**src/hw/flash_cmd_pkg.sv**
```systemverilog
package flash_cmd_pkg;

   // ------------------------------------------------------------
   // Opcodes
   // ------------------------------------------------------------
   localparam logic [7:0] OP_RESUME     = 8'h7A;
   localparam logic [7:0] OP_SUSPEND    = 8'h75;
   localparam logic [7:0] OP_POWERDOWN  = 8'hB9;
   localparam logic [7:0] OP_RELEASE_ID = 8'hAB;
   localparam logic [7:0] OP_MFR_DEV_1  = 8'h90;
   localparam logic [7:0] OP_MFR_DEV_2  = 8'h92;
   localparam logic [7:0] OP_MFR_DEV_4  = 8'h94;
   localparam logic [7:0] OP_UNIQUE_ID  = 8'h4B;

   // ------------------------------------------------------------
   // Identification values (arbitrary, neutral)
   // ------------------------------------------------------------
   localparam logic [7:0]  MFR_ID    = 8'h5A;
   localparam logic [7:0]  DEV_ID    = 8'h16;
   localparam logic [63:0] UNIQUE_ID = 64'h0123_4567_89AB_CDEF;

   // ------------------------------------------------------------
   // Frame layout in link clocks (rising edges) and address values
   // ------------------------------------------------------------
   localparam logic [23:0] ADDR_DEV_FIRST = 24'h000001;
   localparam logic [6:0]  OPCODE_CLKS    = 7'd8;
   localparam logic [6:0]  REL_ID_CLKS    = 7'd32;  // Opcode + 3 dummy bytes
   localparam logic [6:0]  SINGLE_ID_CLKS = 7'd32;  // Opcode + 24-bit address
   localparam logic [6:0]  DUAL_ID_CLKS   = 7'd24;  // Opcode + 16 clocks addr/mode
   localparam logic [6:0]  QUAD_ID_CLKS   = 7'd20;  // Opcode + 8 addr/mode + 4 dummy
   localparam logic [6:0]  QUAD_ADDR_END  = 7'd14;
   localparam logic [6:0]  UNIQUE_CLKS    = 7'd40;  // Opcode + 4 dummy bytes

   // ------------------------------------------------------------
   // Timing at 20 MHz
   // ------------------------------------------------------------
   localparam int CLK_PERIOD_NS  = 50;
   localparam int BUSY_SET_NS    = 200;
   // Pin synchronisation already uses most of the busy-set budget
   localparam logic [3:0] BUSY_SET_CYCLES = 4'h0;
   localparam int PD_ENTRY_NS    = 3000;
   localparam logic [15:0] PD_ENTRY_CYCLES = 16'(PD_ENTRY_NS / CLK_PERIOD_NS);
   localparam int RELEASE_NS     = 3000;
   localparam int RELEASE_ID_NS  = 3600;
   localparam logic [15:0] RELEASE_CYCLES =
      16'((RELEASE_NS + CLK_PERIOD_NS - 1) / CLK_PERIOD_NS);
   localparam logic [15:0] RELEASE_ID_CYCLES =
      16'((RELEASE_ID_NS + CLK_PERIOD_NS - 1) / CLK_PERIOD_NS);

   typedef enum logic [1:0] {
      WIDTH_1 = 2'b00,
      WIDTH_2 = 2'b01,
      WIDTH_4 = 2'b10
   } io_width_type;

endpackage : flash_cmd_pkg

```
**src/hw/flash_resume_powerdown_id_cmds.sv**
```systemverilog
`timescale 1ns/1ps
module flash_resume_powerdown_id_cmds
(
   input  wire logic       clk_sys,
   input  wire logic       sys_rst,
   input  wire logic       select_n,
   input  wire logic       link_clk,
   input  wire logic [3:0] io_in,
   output logic      [3:0] io_out,
   output logic      [3:0] io_oe,
   input  wire logic       op_start,
   input  wire logic       op_done,
   input  wire logic       power_lost,
   output logic            busy,
   output logic            suspend_flag,
   output logic            powered_down,
   output logic            op_suspend,
   output logic            op_resume
);
   import flash_cmd_pkg::*;

   // ------------------------------------------------------------
   // Pin synchronisation and edge finding
   // ------------------------------------------------------------
   logic [5:0] pins_sync;
   logic       cs_n_s;
   logic       sck_s;
   logic [3:0] io_s;
   logic       sck_prev;
   logic       cs_prev;
   logic       sck_rise;
   logic       sck_fall;
   logic       cs_rise;

   link_sync #(.WIDTH(6)) u_sync
   (
      .clk_sys  (clk_sys),
      .sys_rst  (sys_rst),
      .async_in ({select_n, link_clk, io_in}),
      .sync_out (pins_sync)
   );

   assign cs_n_s = pins_sync[5];
   assign sck_s  = pins_sync[4];
   assign io_s   = pins_sync[3:0];

   always_ff @(posedge clk_sys or posedge sys_rst)
   begin
      if (sys_rst)
      begin
         sck_prev <= 1'b0;
         cs_prev  <= 1'b1;
      end
      else
      begin
         sck_prev <= sck_s;
         cs_prev  <= cs_n_s;
      end
   end

   assign sck_rise = !cs_n_s && sck_s && !sck_prev;
   assign sck_fall = !cs_n_s && !sck_s && sck_prev;
   assign cs_rise  = cs_n_s && !cs_prev;

   // ------------------------------------------------------------
   // Shift-in of opcode and address
   // ------------------------------------------------------------
   logic [6:0]   clk_count;
   logic [7:0]   opcode;
   logic [23:0]  addr;
   io_width_type in_width;

   function automatic io_width_type width_of(input logic [7:0] op);
      case (op)
         OP_MFR_DEV_2: width_of = WIDTH_2;
         OP_MFR_DEV_4: width_of = WIDTH_4;
         default:      width_of = WIDTH_1;
      endcase
   endfunction : width_of

   always_ff @(posedge clk_sys or posedge sys_rst)
   begin
      if (sys_rst)
      begin
         clk_count <= '0;
         opcode    <= '0;
         addr      <= '0;
      end
      else if (cs_n_s)
      begin
         clk_count <= '0;
      end
      else if (sck_rise)
      begin
         if (clk_count != 7'h7F)
            clk_count <= clk_count + 7'd1;
         if (clk_count < OPCODE_CLKS)
            opcode <= {opcode[6:0], io_s[0]};
         else if (in_width == WIDTH_2 && clk_count < 7'd20)
            addr <= {addr[21:0], io_s[1:0]};
         else if (in_width == WIDTH_4 && clk_count < QUAD_ADDR_END)
            addr <= {addr[19:0], io_s};
         else if (in_width == WIDTH_1 && clk_count < SINGLE_ID_CLKS)
            addr <= {addr[22:0], io_s[0]};
      end
   end

   assign in_width = (clk_count >= OPCODE_CLKS) ? width_of(opcode) : WIDTH_1;

   // ------------------------------------------------------------
   // Power-down state
   // ------------------------------------------------------------
   logic        pd_pending;
   logic [15:0] pd_timer;
   logic        releasing;
   logic [15:0] rel_timer;
   logic        blocked;
   logic        eight_exact;

   assign eight_exact = cs_rise && clk_count == OPCODE_CLKS;
   assign blocked     = releasing;

   always_ff @(posedge clk_sys or posedge sys_rst)
   begin
      if (sys_rst)
      begin
         powered_down <= 1'b0;
         pd_pending   <= 1'b0;
         pd_timer     <= '0;
         releasing    <= 1'b0;
         rel_timer    <= '0;
      end
      else
      begin
         if (eight_exact && !powered_down && !blocked && opcode == OP_POWERDOWN)
         begin
            pd_pending <= 1'b1;
            pd_timer   <= PD_ENTRY_CYCLES;
         end
         else if (pd_pending)
         begin
            if (pd_timer == '0)
            begin
               pd_pending   <= 1'b0;
               powered_down <= 1'b1;
            end
            else
               pd_timer <= pd_timer - 16'd1;
         end
         if (powered_down && cs_rise && clk_count >= OPCODE_CLKS
             && opcode == OP_RELEASE_ID)
         begin
            releasing <= 1'b1;
            rel_timer <= (clk_count == OPCODE_CLKS) ? RELEASE_CYCLES
                                                    : RELEASE_ID_CYCLES;
         end
         else if (releasing)
         begin
            if (rel_timer == '0)
            begin
               releasing    <= 1'b0;
               powered_down <= 1'b0;
            end
            else
               rel_timer <= rel_timer - 16'd1;
         end
      end
   end

   // ------------------------------------------------------------
   // Suspend and resume
   // ------------------------------------------------------------
   logic       normal;
   logic       resume_go;
   logic       suspend_go;
   logic       busy_wait;
   logic [3:0] busy_timer;

   assign normal     = !powered_down && !releasing && !pd_pending;
   assign resume_go  = eight_exact && normal && opcode == OP_RESUME
                       && suspend_flag && !busy && !power_lost;
   assign suspend_go = eight_exact && normal && opcode == OP_SUSPEND
                       && busy && !suspend_flag && !busy_wait;

   always_ff @(posedge clk_sys or posedge sys_rst)
   begin
      if (sys_rst)
      begin
         busy         <= 1'b0;
         suspend_flag <= 1'b0;
         busy_wait    <= 1'b0;
         busy_timer   <= '0;
         op_suspend   <= 1'b0;
         op_resume    <= 1'b0;
      end
      else
      begin
         op_suspend <= suspend_go;
         op_resume  <= resume_go;
         if (power_lost)
         begin
            suspend_flag <= 1'b0;
            busy         <= 1'b0;
            busy_wait    <= 1'b0;
         end
         else if (resume_go)
         begin
            suspend_flag <= 1'b0;
            busy_wait    <= 1'b1;
            busy_timer   <= BUSY_SET_CYCLES;
         end
         else if (busy_wait)
         begin
            if (busy_timer == '0)
            begin
               busy      <= 1'b1;
               busy_wait <= 1'b0;
            end
            else
               busy_timer <= busy_timer - 4'd1;
         end
         else if (suspend_go)
         begin
            suspend_flag <= 1'b1;
            busy         <= 1'b0;
         end
         else if (op_start)
            busy <= 1'b1;
         else if (op_done && !suspend_flag)
            busy <= 1'b0;
      end
   end

   // ------------------------------------------------------------
   // Identification output
   // ------------------------------------------------------------
   logic [63:0] out_shift;
   logic [6:0]  out_bits;
   logic        out_active;
   logic        id_start;
   logic        id_repeat;
   logic [6:0]  start_clks;

   function automatic logic [63:0] id_pattern(input logic [7:0]  op,
                                              input logic [23:0] a);
      logic [15:0] pair;
      pair = (a == ADDR_DEV_FIRST) ? {DEV_ID, MFR_ID} : {MFR_ID, DEV_ID};
      case (op)
         OP_RELEASE_ID: id_pattern = {8{DEV_ID}};
         OP_UNIQUE_ID:  id_pattern = UNIQUE_ID;
         default:       id_pattern = {4{pair}};
      endcase
   endfunction : id_pattern

   always_comb
   begin
      case (opcode)
         OP_RELEASE_ID: start_clks = REL_ID_CLKS;
         OP_MFR_DEV_1:  start_clks = SINGLE_ID_CLKS;
         OP_MFR_DEV_2:  start_clks = DUAL_ID_CLKS;
         OP_MFR_DEV_4:  start_clks = QUAD_ID_CLKS;
         OP_UNIQUE_ID:  start_clks = UNIQUE_CLKS;
         default:       start_clks = 7'h7F;
      endcase
   end

   assign id_start  = sck_fall && !out_active && clk_count == start_clks
                      && !busy && !releasing
                      && (!powered_down || opcode == OP_RELEASE_ID);
   assign id_repeat = opcode != OP_UNIQUE_ID;

   always_ff @(posedge clk_sys or posedge sys_rst)
   begin
      if (sys_rst)
      begin
         out_shift  <= '0;
         out_bits   <= '0;
         out_active <= 1'b0;
         io_out     <= '0;
         io_oe      <= '0;
      end
      else if (cs_n_s)
      begin
         out_active <= 1'b0;
         io_oe      <= '0;
      end
      else if (id_start || (out_active && sck_fall))
      begin
         logic [63:0] src;
         logic [6:0]  step;
         src = id_start ? id_pattern(opcode, addr) : out_shift;
         step = (width_of(opcode) == WIDTH_4) ? 7'd4
              : (width_of(opcode) == WIDTH_2) ? 7'd2 : 7'd1;
         out_active <= 1'b1;
         case (width_of(opcode))
            WIDTH_4:
            begin
               io_out <= src[63:60];
               io_oe  <= 4'hF;
               out_shift <= id_repeat ? {src[59:0], src[63:60]} : {src[59:0], 4'h0};
            end
            WIDTH_2:
            begin
               io_out <= {2'b00, src[63:62]};
               io_oe  <= 4'h3;
               out_shift <= {src[61:0], src[63:62]};
            end
            default:
            begin
               io_out <= {2'b00, src[63], 1'b0};
               io_oe  <= 4'h2;
               out_shift <= id_repeat ? {src[62:0], src[63]} : {src[62:0], 1'b0};
            end
         endcase
         out_bits <= id_start ? step : out_bits + step;
      end
   end

endmodule : flash_resume_powerdown_id_cmds

```
**src/hw/link_sync.sv**
```systemverilog
`timescale 1ns/1ps
// Two-stage synchroniser for the link pins
module link_sync
#(
   parameter int WIDTH = 1
)
(
   input  wire logic             clk_sys,
   input  wire logic             sys_rst,
   input  wire logic [WIDTH-1:0] async_in,
   output logic      [WIDTH-1:0] sync_out
);

   logic [WIDTH-1:0] stage1;

   always_ff @(posedge clk_sys or posedge sys_rst)
   begin
      if (sys_rst)
      begin
         stage1   <= '0;
         sync_out <= '0;
      end
      else
      begin
         stage1   <= async_in;
         sync_out <= stage1;
      end
   end

endmodule : link_sync

```
**config.mk**
```make
export PLATFORM = sky130hd
export DESIGN_NAME = flash_resume_powerdown_id_cmds
export DESIGN_NICKNAME = d
export VERILOG_FILES = /design/src/hw/flash_cmd_pkg.sv /design/src/hw/flash_resume_powerdown_id_cmds.sv /design/src/hw/link_sync.sv
export SDC_FILE = /design/constraint.sdc
export NUM_CORES = 1
export LEC_CHECK = 0
export BUFFER_PORTS_ARGS = -buffer_cell sky130_fd_sc_hd__buf_2
export CORE_UTILIZATION = 45
export DETAILED_ROUTE_END_ITERATION = 7
export HOLD_SLACK_MARGIN = 0.15
export PLACE_DENSITY = 0.63
export SYNTH_ARGS = -nofsm -noshare
export SYNTH_HDL_FRONTEND = slang
export SYNTH_SLANG_ARGS = --single-unit
```
**constraint.sdc**
```tcl
create_clock -name clk_sys -period 4.7 [get_ports clk_sys]
set_input_delay 0.235 -clock clk_sys [delete_from_list [all_inputs] [get_ports clk_sys]]
set_output_delay 0.235 -clock clk_sys [all_outputs]
set_load 0.02 [all_outputs]
```
# Word level (Yosys, flattened, before mapping)
# Index checks and enable logic that the tools add are counted.
# word_totals
reg_bits	170
inputBits	11
out_inout_bits	13
# op_classes
muxes	60
n_reduce_logical	70
n_eq_ne	23
magnitude_cmp	5
add_sub_neg	4
bitwise	3
# op_table
cell	n
64-bit case mux with 2 select lines	1
63-bit case mux with 2 select lines	1
16-bit two-way mux	6
24-bit two-way mux	3
64-bit two-way mux	1
8-bit == test, second input constant	5
1-bit logical AND	33
16-bit zero test	2
16-bit by 1-bit subtractor with 16-bit output, second input constant	2
1-bit two-way mux	30
7-bit two-way mux	4
7-bit case mux with 4 select lines	1
24-bit by 1-bit == test with 1-bit output, second input constant	1
8-bit by 7-bit == test with 1-bit output, second input constant	3
4-bit two-way mux	6
4-bit case mux with 2 select lines	2
15-bit two-way mux	1
7-bit by 4-bit < comparator with 1-bit output, second input constant	2
1-bit zero test	12
2-bit nonzero test	6
2-bit AND reduction	5
3-bit AND reduction	3
2-bit != test, second input constant	4
8-bit by 7-bit != test with 1-bit output, second input constant	1
22 further kinds	30

# Logic depth before layout (Yosys ltp)
# depth
word_depth	15
depth_mapped	14

# Cells and area by module
# From an unflattened synthesis, not the netlist that was laid out.
# unflattened
hier_cells	1086
area_unflattened_um2	9460.3
# modules_own_cells
mod	area_per_inst_um2	seq_area_each_um2	instances	cells_per_inst
flash_resume_powerdown_id_cmds	9156.3	3905.0	1	1073
link_sync	304.0	300.3	1	13

# Least setup slack after synthesis
# Ideal clock, no wire load.
# synth_path
kind	reg-to-reg
start	reg opcode[0]
end	reg out_shift[4]
t_arrival_ps	3468
setup_ps	152
path_slack_ps	1080
synth_period_minus_slack_ps	3620
path_stages_with_launch	14
path_cell_list	dfrtp_1 > or4b_4 > or4b_4 > ha_1 > xnor2_1 > nor4_1 > o221a_2 > o2111a_1 > buf_2 > clkbuf_1 > clkbuf_1 > nor2_1 > a21oi_1 > o221ai_1
# synth_via
elab_chain_len	10
word_cells_on_any_way	23
classes_between	8 x eq/ne; 7 x mux; 8 x reduce/logical
# synth_rtl
element	line_no	text
start: declaration	flash_resume_powerdown_id_cmds.sv:69	logic [7:0] opcode;
start signal: assignment	flash_resume_powerdown_id_cmds.sv:98	opcode <= {opcode[6:0], io_s[0]};
8-bit == test (on tied branches)	flash_resume_powerdown_id_cmds.sv:248, flash_resume_powerdown_id_cmds.sv:257, flash_resume_powerdown_id_cmds.sv:269	
2-bit OR reduction (no line)	n/a	
7-bit case mux with 4 select lines	flash_resume_powerdown_id_cmds.sv:257	case (opcode)
7-bit == test	flash_resume_powerdown_id_cmds.sv:267	assign id_start = sck_fall && !out_active && clk_count == start_clks
1-bit logical AND	flash_resume_powerdown_id_cmds.sv:267	
1-bit logical AND (2 in series)	flash_resume_powerdown_id_cmds.sv:268	&& !busy && !releasing
1-bit logical AND	flash_resume_powerdown_id_cmds.sv:269	&& (!powered_down || opcode == OP_RELEASE_ID);
64-bit two-way mux or 1-bit logical OR (tied branches)	flash_resume_powerdown_id_cmds.sv:291, flash_resume_powerdown_id_cmds.sv:287	
64-bit case mux with 2 select lines or 2-bit AND reduction (tied branches)	n/a	
end signal: assignment	flash_resume_powerdown_id_cmds.sv:300	out_shift <= id_repeat ? {src[59:0], src[63:60]} : {src[59:0], 4'h0};
end signal: assignment	flash_resume_powerdown_id_cmds.sv:306	out_shift <= {src[61:0], src[63:62]};
end signal: assignment	flash_resume_powerdown_id_cmds.sv:312	out_shift <= id_repeat ? {src[62:0], src[63]} : {src[62:0], 1'b0};
end: declaration	flash_resume_powerdown_id_cmds.sv:237	logic [63:0] out_shift;
# Parallel ways exist; a longest one is shown, timed or not. The select of a mux whose other input is x is not followed.
# A chain may end at the register's enable or synchronous reset.

# Worst setup path in the final report
# layout_path
start	reg opcode[0]
end	reg out_shift[52]
# Same word-level chain as after synthesis.

==> results by stage <==
Outcome:
- The run finished with clean final reports.

Clocking:
- The clock tree root driver cell is clkbuf_16.
- The clock tree synthesis step divided the H-tree into 4 levels.
- In this run, post-CTS hold repair placed 9 buffers.
- In this run, post-CTS repair resized a total of 0 instances.
- The maximum buffer depth of the clock tree is 2.
- TritonCTS built the clock tree.
- The number of buffers created by CTS is 17.
- Counting every sink on the clock net gives 168.
- At the later pin of the worst-skew pair, clock insertion delay measures 440 ps.
- The clock slew at the register clock pins of the worst setup and hold paths is 70 ps.
- The post-CTS setup-driven buffer insertion count is 0.

Logic synthesis:
- The post-synthesis cell type count is 76.
- In this run the mean area of a mapped cell was 8.83 µm².
- The proportion of synthesized flip-flops having asynchronous set or reset is 100%.
- The cell type contributing the most total cell area after synthesis is dfrtp_1.
- The share of the synthesized area in compound gates (AO/OA/AOI/OAI) is about a quarter.
- The area share of the largest cell type after synthesis is 43.6%.
- The simple-gate share of the synthesized area is a little under a fifth.
- Yosys attributes the largest share of cell area to dfrtp_1, nand2_1, o21ai_0.
- Counting every net in the synthesized netlist gives 1104.
- After technology mapping, the gate count stands at ~1100.
- The flip-flop and latch count after synthesis is 168.
- Of the total synthesized cell area, the portion taken by full adders, half adders and majority gates is roughly 1.0%.
- The count of yosys warnings during synthesis is 0.
- By area, the combinational part of the netlist is dominated by compound AO/OA/AOI/OAI gates.
- The area share of xor/xnor cells in the synthesized design is 2.92%.
- The most used flip-flop cell after synthesis is dfrtp_1.
- Summing every instance area after synthesis gives 0.00958 mm².
- The synthesized design contains 0 enable-type register cells.
- In the synthesized netlist, the cells that appear most often are dfrtp_1, nand2_1, nor2_1.
- For this run, the register share of the synthesized area comes to 43.9%.
- The most common cell in the synthesized netlist is dfrtp_1.
- After synthesis, the share of cell area in mux cells is 4.74%.

Cells and area:
- After routing the design area is 0.0107 mm².
- The count of filler cells inserted in the layout is 1945.
- Excluding fillers, the count of instances in the completed layout stands at about 1400.
- The area growth from synthesis to layout is 11.8%.
- The post-route netlist has 11.7% of its cells at a drive strength greater than 1.
- The final net count is around 1100.
- 0 antenna diodes ended up in the layout.

Placement:
- The HPWL after detailed placement is 17900 µm.
- Including well taps, the total number of placed cells is between 1000 and 1500.
- The placement-stage cell area is 0.00999 mm².
- Timing analysis after detailed placement gives a worst setup slack of 367 ps.
- The count of buffers added on input and output ports is 23.
- The final RePlAce weighted congestion is 0.876.

STA:
- The shortest clock period the worst path allows after layout is roughly 4400 ps.
- The final count of pins violating max slew came to 0.
- Setup violations remaining at the end of the flow were counted as 0.
- The worst-case headroom to the max-slew limit is around 11%.
- The upper clock frequency limit is approximately 0.23 GHz.
- Setup repair after global routing left no endpoint under its margin.
- Adding up every negative setup slack in the final design gives 0 ps.
- For the final database, setup skew stands at roughly 16 ps.
- The number of endpoints with negative hold slack in the final report is 0.
- The pin slew with the least headroom to its limit is 1320 ps.
- Once routing completed, OpenROAD measured the worst setup slack at 319 ps.
- The share of the clock period used by the worst path is 93.2%.

Worst setup path:
- The worst setup path is captured at a register.
- On the worst path, the slowest cell contributes a delay of around 1000 ps.
- The startpoint of the lowest-slack register-to-register path is opcode[0].
- The most frequent cell on the critical path is or4b_4.
- The capturing point of the worst reg2reg path is out_shift[52].
- Data arrives at the worst endpoint at roughly 4700 ps.
- The critical path is of the reg2reg type.
- Among all stages on the critical path, the largest delay is contributed by nor2_1.
- The worst setup slack for register-to-register paths is 320 ps.
- Along the worst path, the maximum fanout reaches 18.
- Walking the worst path, the cells encountered are or4b_4, or4b_4, ha_1, xnor2_1, nor4_1, o221a_2, o2111a_2, nor2_1, a22oi_1, a222oi_1.
- The required arrival time at the worst endpoint is just over 5000 ps.
- The startpoint class of the critical path is a register.
- The number of cells traversed by the worst register-to-register path is 10.

Pwr:
- The completed layout was analyzed and its total power is 0.00331 W.
- The worst-case IR drop observed on VDD is 221 µV.
- For this design the ratio of total power to cell area is 309 mW/mm².
- For this design the static power due to leakage is 4.88 nW.

Floorplanning:
- For this design the top-level I/O count stands at 24.
- Row generation in the floorplan step produced 53 rows.
- The starting density of the core is 45.7%.
- The width of the die is 148 µm.
- The core area is 0.0210 mm².
- The floorplan step defined a die boundary enclosing 0.0219 mm².
- The die is ~150 µm tall.

Detailed routing:
- The detail route stage leaves a number of antenna-violating nets equal to 0.
- The detailed-route wire length is 27900 µm.
- Before antenna repair, the detailed router went through 6 iterations.
- The via density per instance is 6.31.
- The detailed router's first-iteration violation count is 905.
- The total via count in the routed design is 8626.
- The mean routed wirelength per cell is around 20 µm.
- After detailed routing, the number of remaining DRC violations is 0.

GRT:
- Entering global routing, the biggest net connects 169 pins.
- The initial antenna violation count came to 0.
- The first global-routing pass estimated 45100 µm of wire.
- The sum of overflow across all layers after global routing is 0.
- The global router's overall resource usage is roughly a quarter.
- The via count of the first global-routing pass is just over 8000.

Worst hold path:
- The count of cells along the worst hold path is 6.
- The type of the most critical hold path is in2reg.
- The sink of the worst hold path is busy.
- The startpoint of the worst hold path is op_done.

Run:
- The count of maximum capacitance violations is 0.
## where the power goes
group	switching, W	total (W)	internal [W]
Combinational	0.000117	0.000199	0.0000829
Clock	0.000603	0.00156	0.000957
Sequential	0.0000655	0.00155	0.00149
## critical path, delay by kind of cell (launching register included)
family	cells	cell delay, ps
simple gates	4	2280
compound gates	4	1140
flops	1	440
fa+ha+maj	1	240
xor+xnor	1	150
## flip-flops by register name, indices dropped and copies added, names as in the netlist
signal,count
addr,24
blocked,1
busy,1
busy_timer,4
busy_wait,1
clk_count,7
cs_prev,1
io_oe,3
io_out,4
op_resume,1
op_suspend,1
opcode,8
out_shift,64
pd_pending,1
pd_timer,16
powered_down,1
rel_timer,16
sck_prev,1
suspend_flag,1
u_sync.stage1,6
u_sync.sync_out,6
## logic make-up after synthesis
| family | Yosys count |
|---|---|
| and+or+nand+nor | 378 |
| AOI/OAI and AO/OA | 348 |
| DFF | 168 |
| buffers and inverters | 108 |
| muxes | 43 |
| xor gates and xnor gates | 32 |
| adders and majority gates | 8 |
## layer usage
layer | vias to the layer above | global-route usage, % | routed length [µm]
met5 | - | 0 | 0
met4 | 0 | 10.5 | 822
met3 | 82 | 5.25 | 2440
met2 | 435 | 42.0 | 12900
met1 | 4142 | 35.4 | 11800
li1 | 3967 | - | -
## final cells by class
class	count	area, µm²	area share [%]
well taps	275	344	3.21
flip-flops and latches	168	4210	39.2
inverters	22	86.3	0.806
multi-input cells	809	4970	46.4
repair buffers	61	473	4.41
clock inverters	11	194	1.81
clock buffers	20	447	4.17
## worst max path at each step
stage                   start       endpoint  depth (start not counted)
floorplan           opcode[0]   out_shift[4]                         13
global placement    opcode[0]  out_shift[52]                         10
detailed placement  opcode[0]  out_shift[52]                         10
CTS                 opcode[0]  out_shift[52]                         10
global route        opcode[0]  out_shift[59]                         10
finish              opcode[0]  out_shift[52]                         10
## per-stage QoR
| step | hold WS, ps | utilization, % |
|---|---|---|
| floorplan | 266 | - |
| global placement | 332 | 47.7 |
| detailed placement | 339 | 47.7 |
| CTS | 321 | 51.1 |
| global route | 356 | 51.1 |
| finish | 325 | 51.1 |
## layout by cell type (no fill, tap or decap), drive strengths merged, types with 8 or more instances in the layout
| cell | Yosys | final |
|---|---|---|
| nand3 | 18 | 18 |
| clkbuf | 67 | 20 |
| dfrtp | 167 | 167 |
| dlygate4sd3 | 0 | 9 |
| nor2 | 110 | 110 |
| nand2 | 122 | 122 |
| inv | 22 | 23 |
| mux2i | 27 | 27 |
| a22o | 8 | 8 |
| mux2 | 16 | 16 |
| buf | 19 | 52 |
| a31oi | 27 | 27 |
| a211oi | 10 | 10 |
| a22oi | 28 | 28 |
| nor3 | 24 | 24 |
| nand2b | 14 | 14 |
| or3 | 15 | 15 |
| a21oi | 48 | 48 |
| o21ai | 113 | 113 |
| a221oi | 13 | 13 |
| xnor2 | 21 | 21 |
| xor2 | 11 | 11 |
| o211ai | 16 | 16 |
| nor4 | 17 | 17 |
| o22ai | 19 | 19 |
| ha | 8 | 8 |
Power figures use the tool's default switching activity.
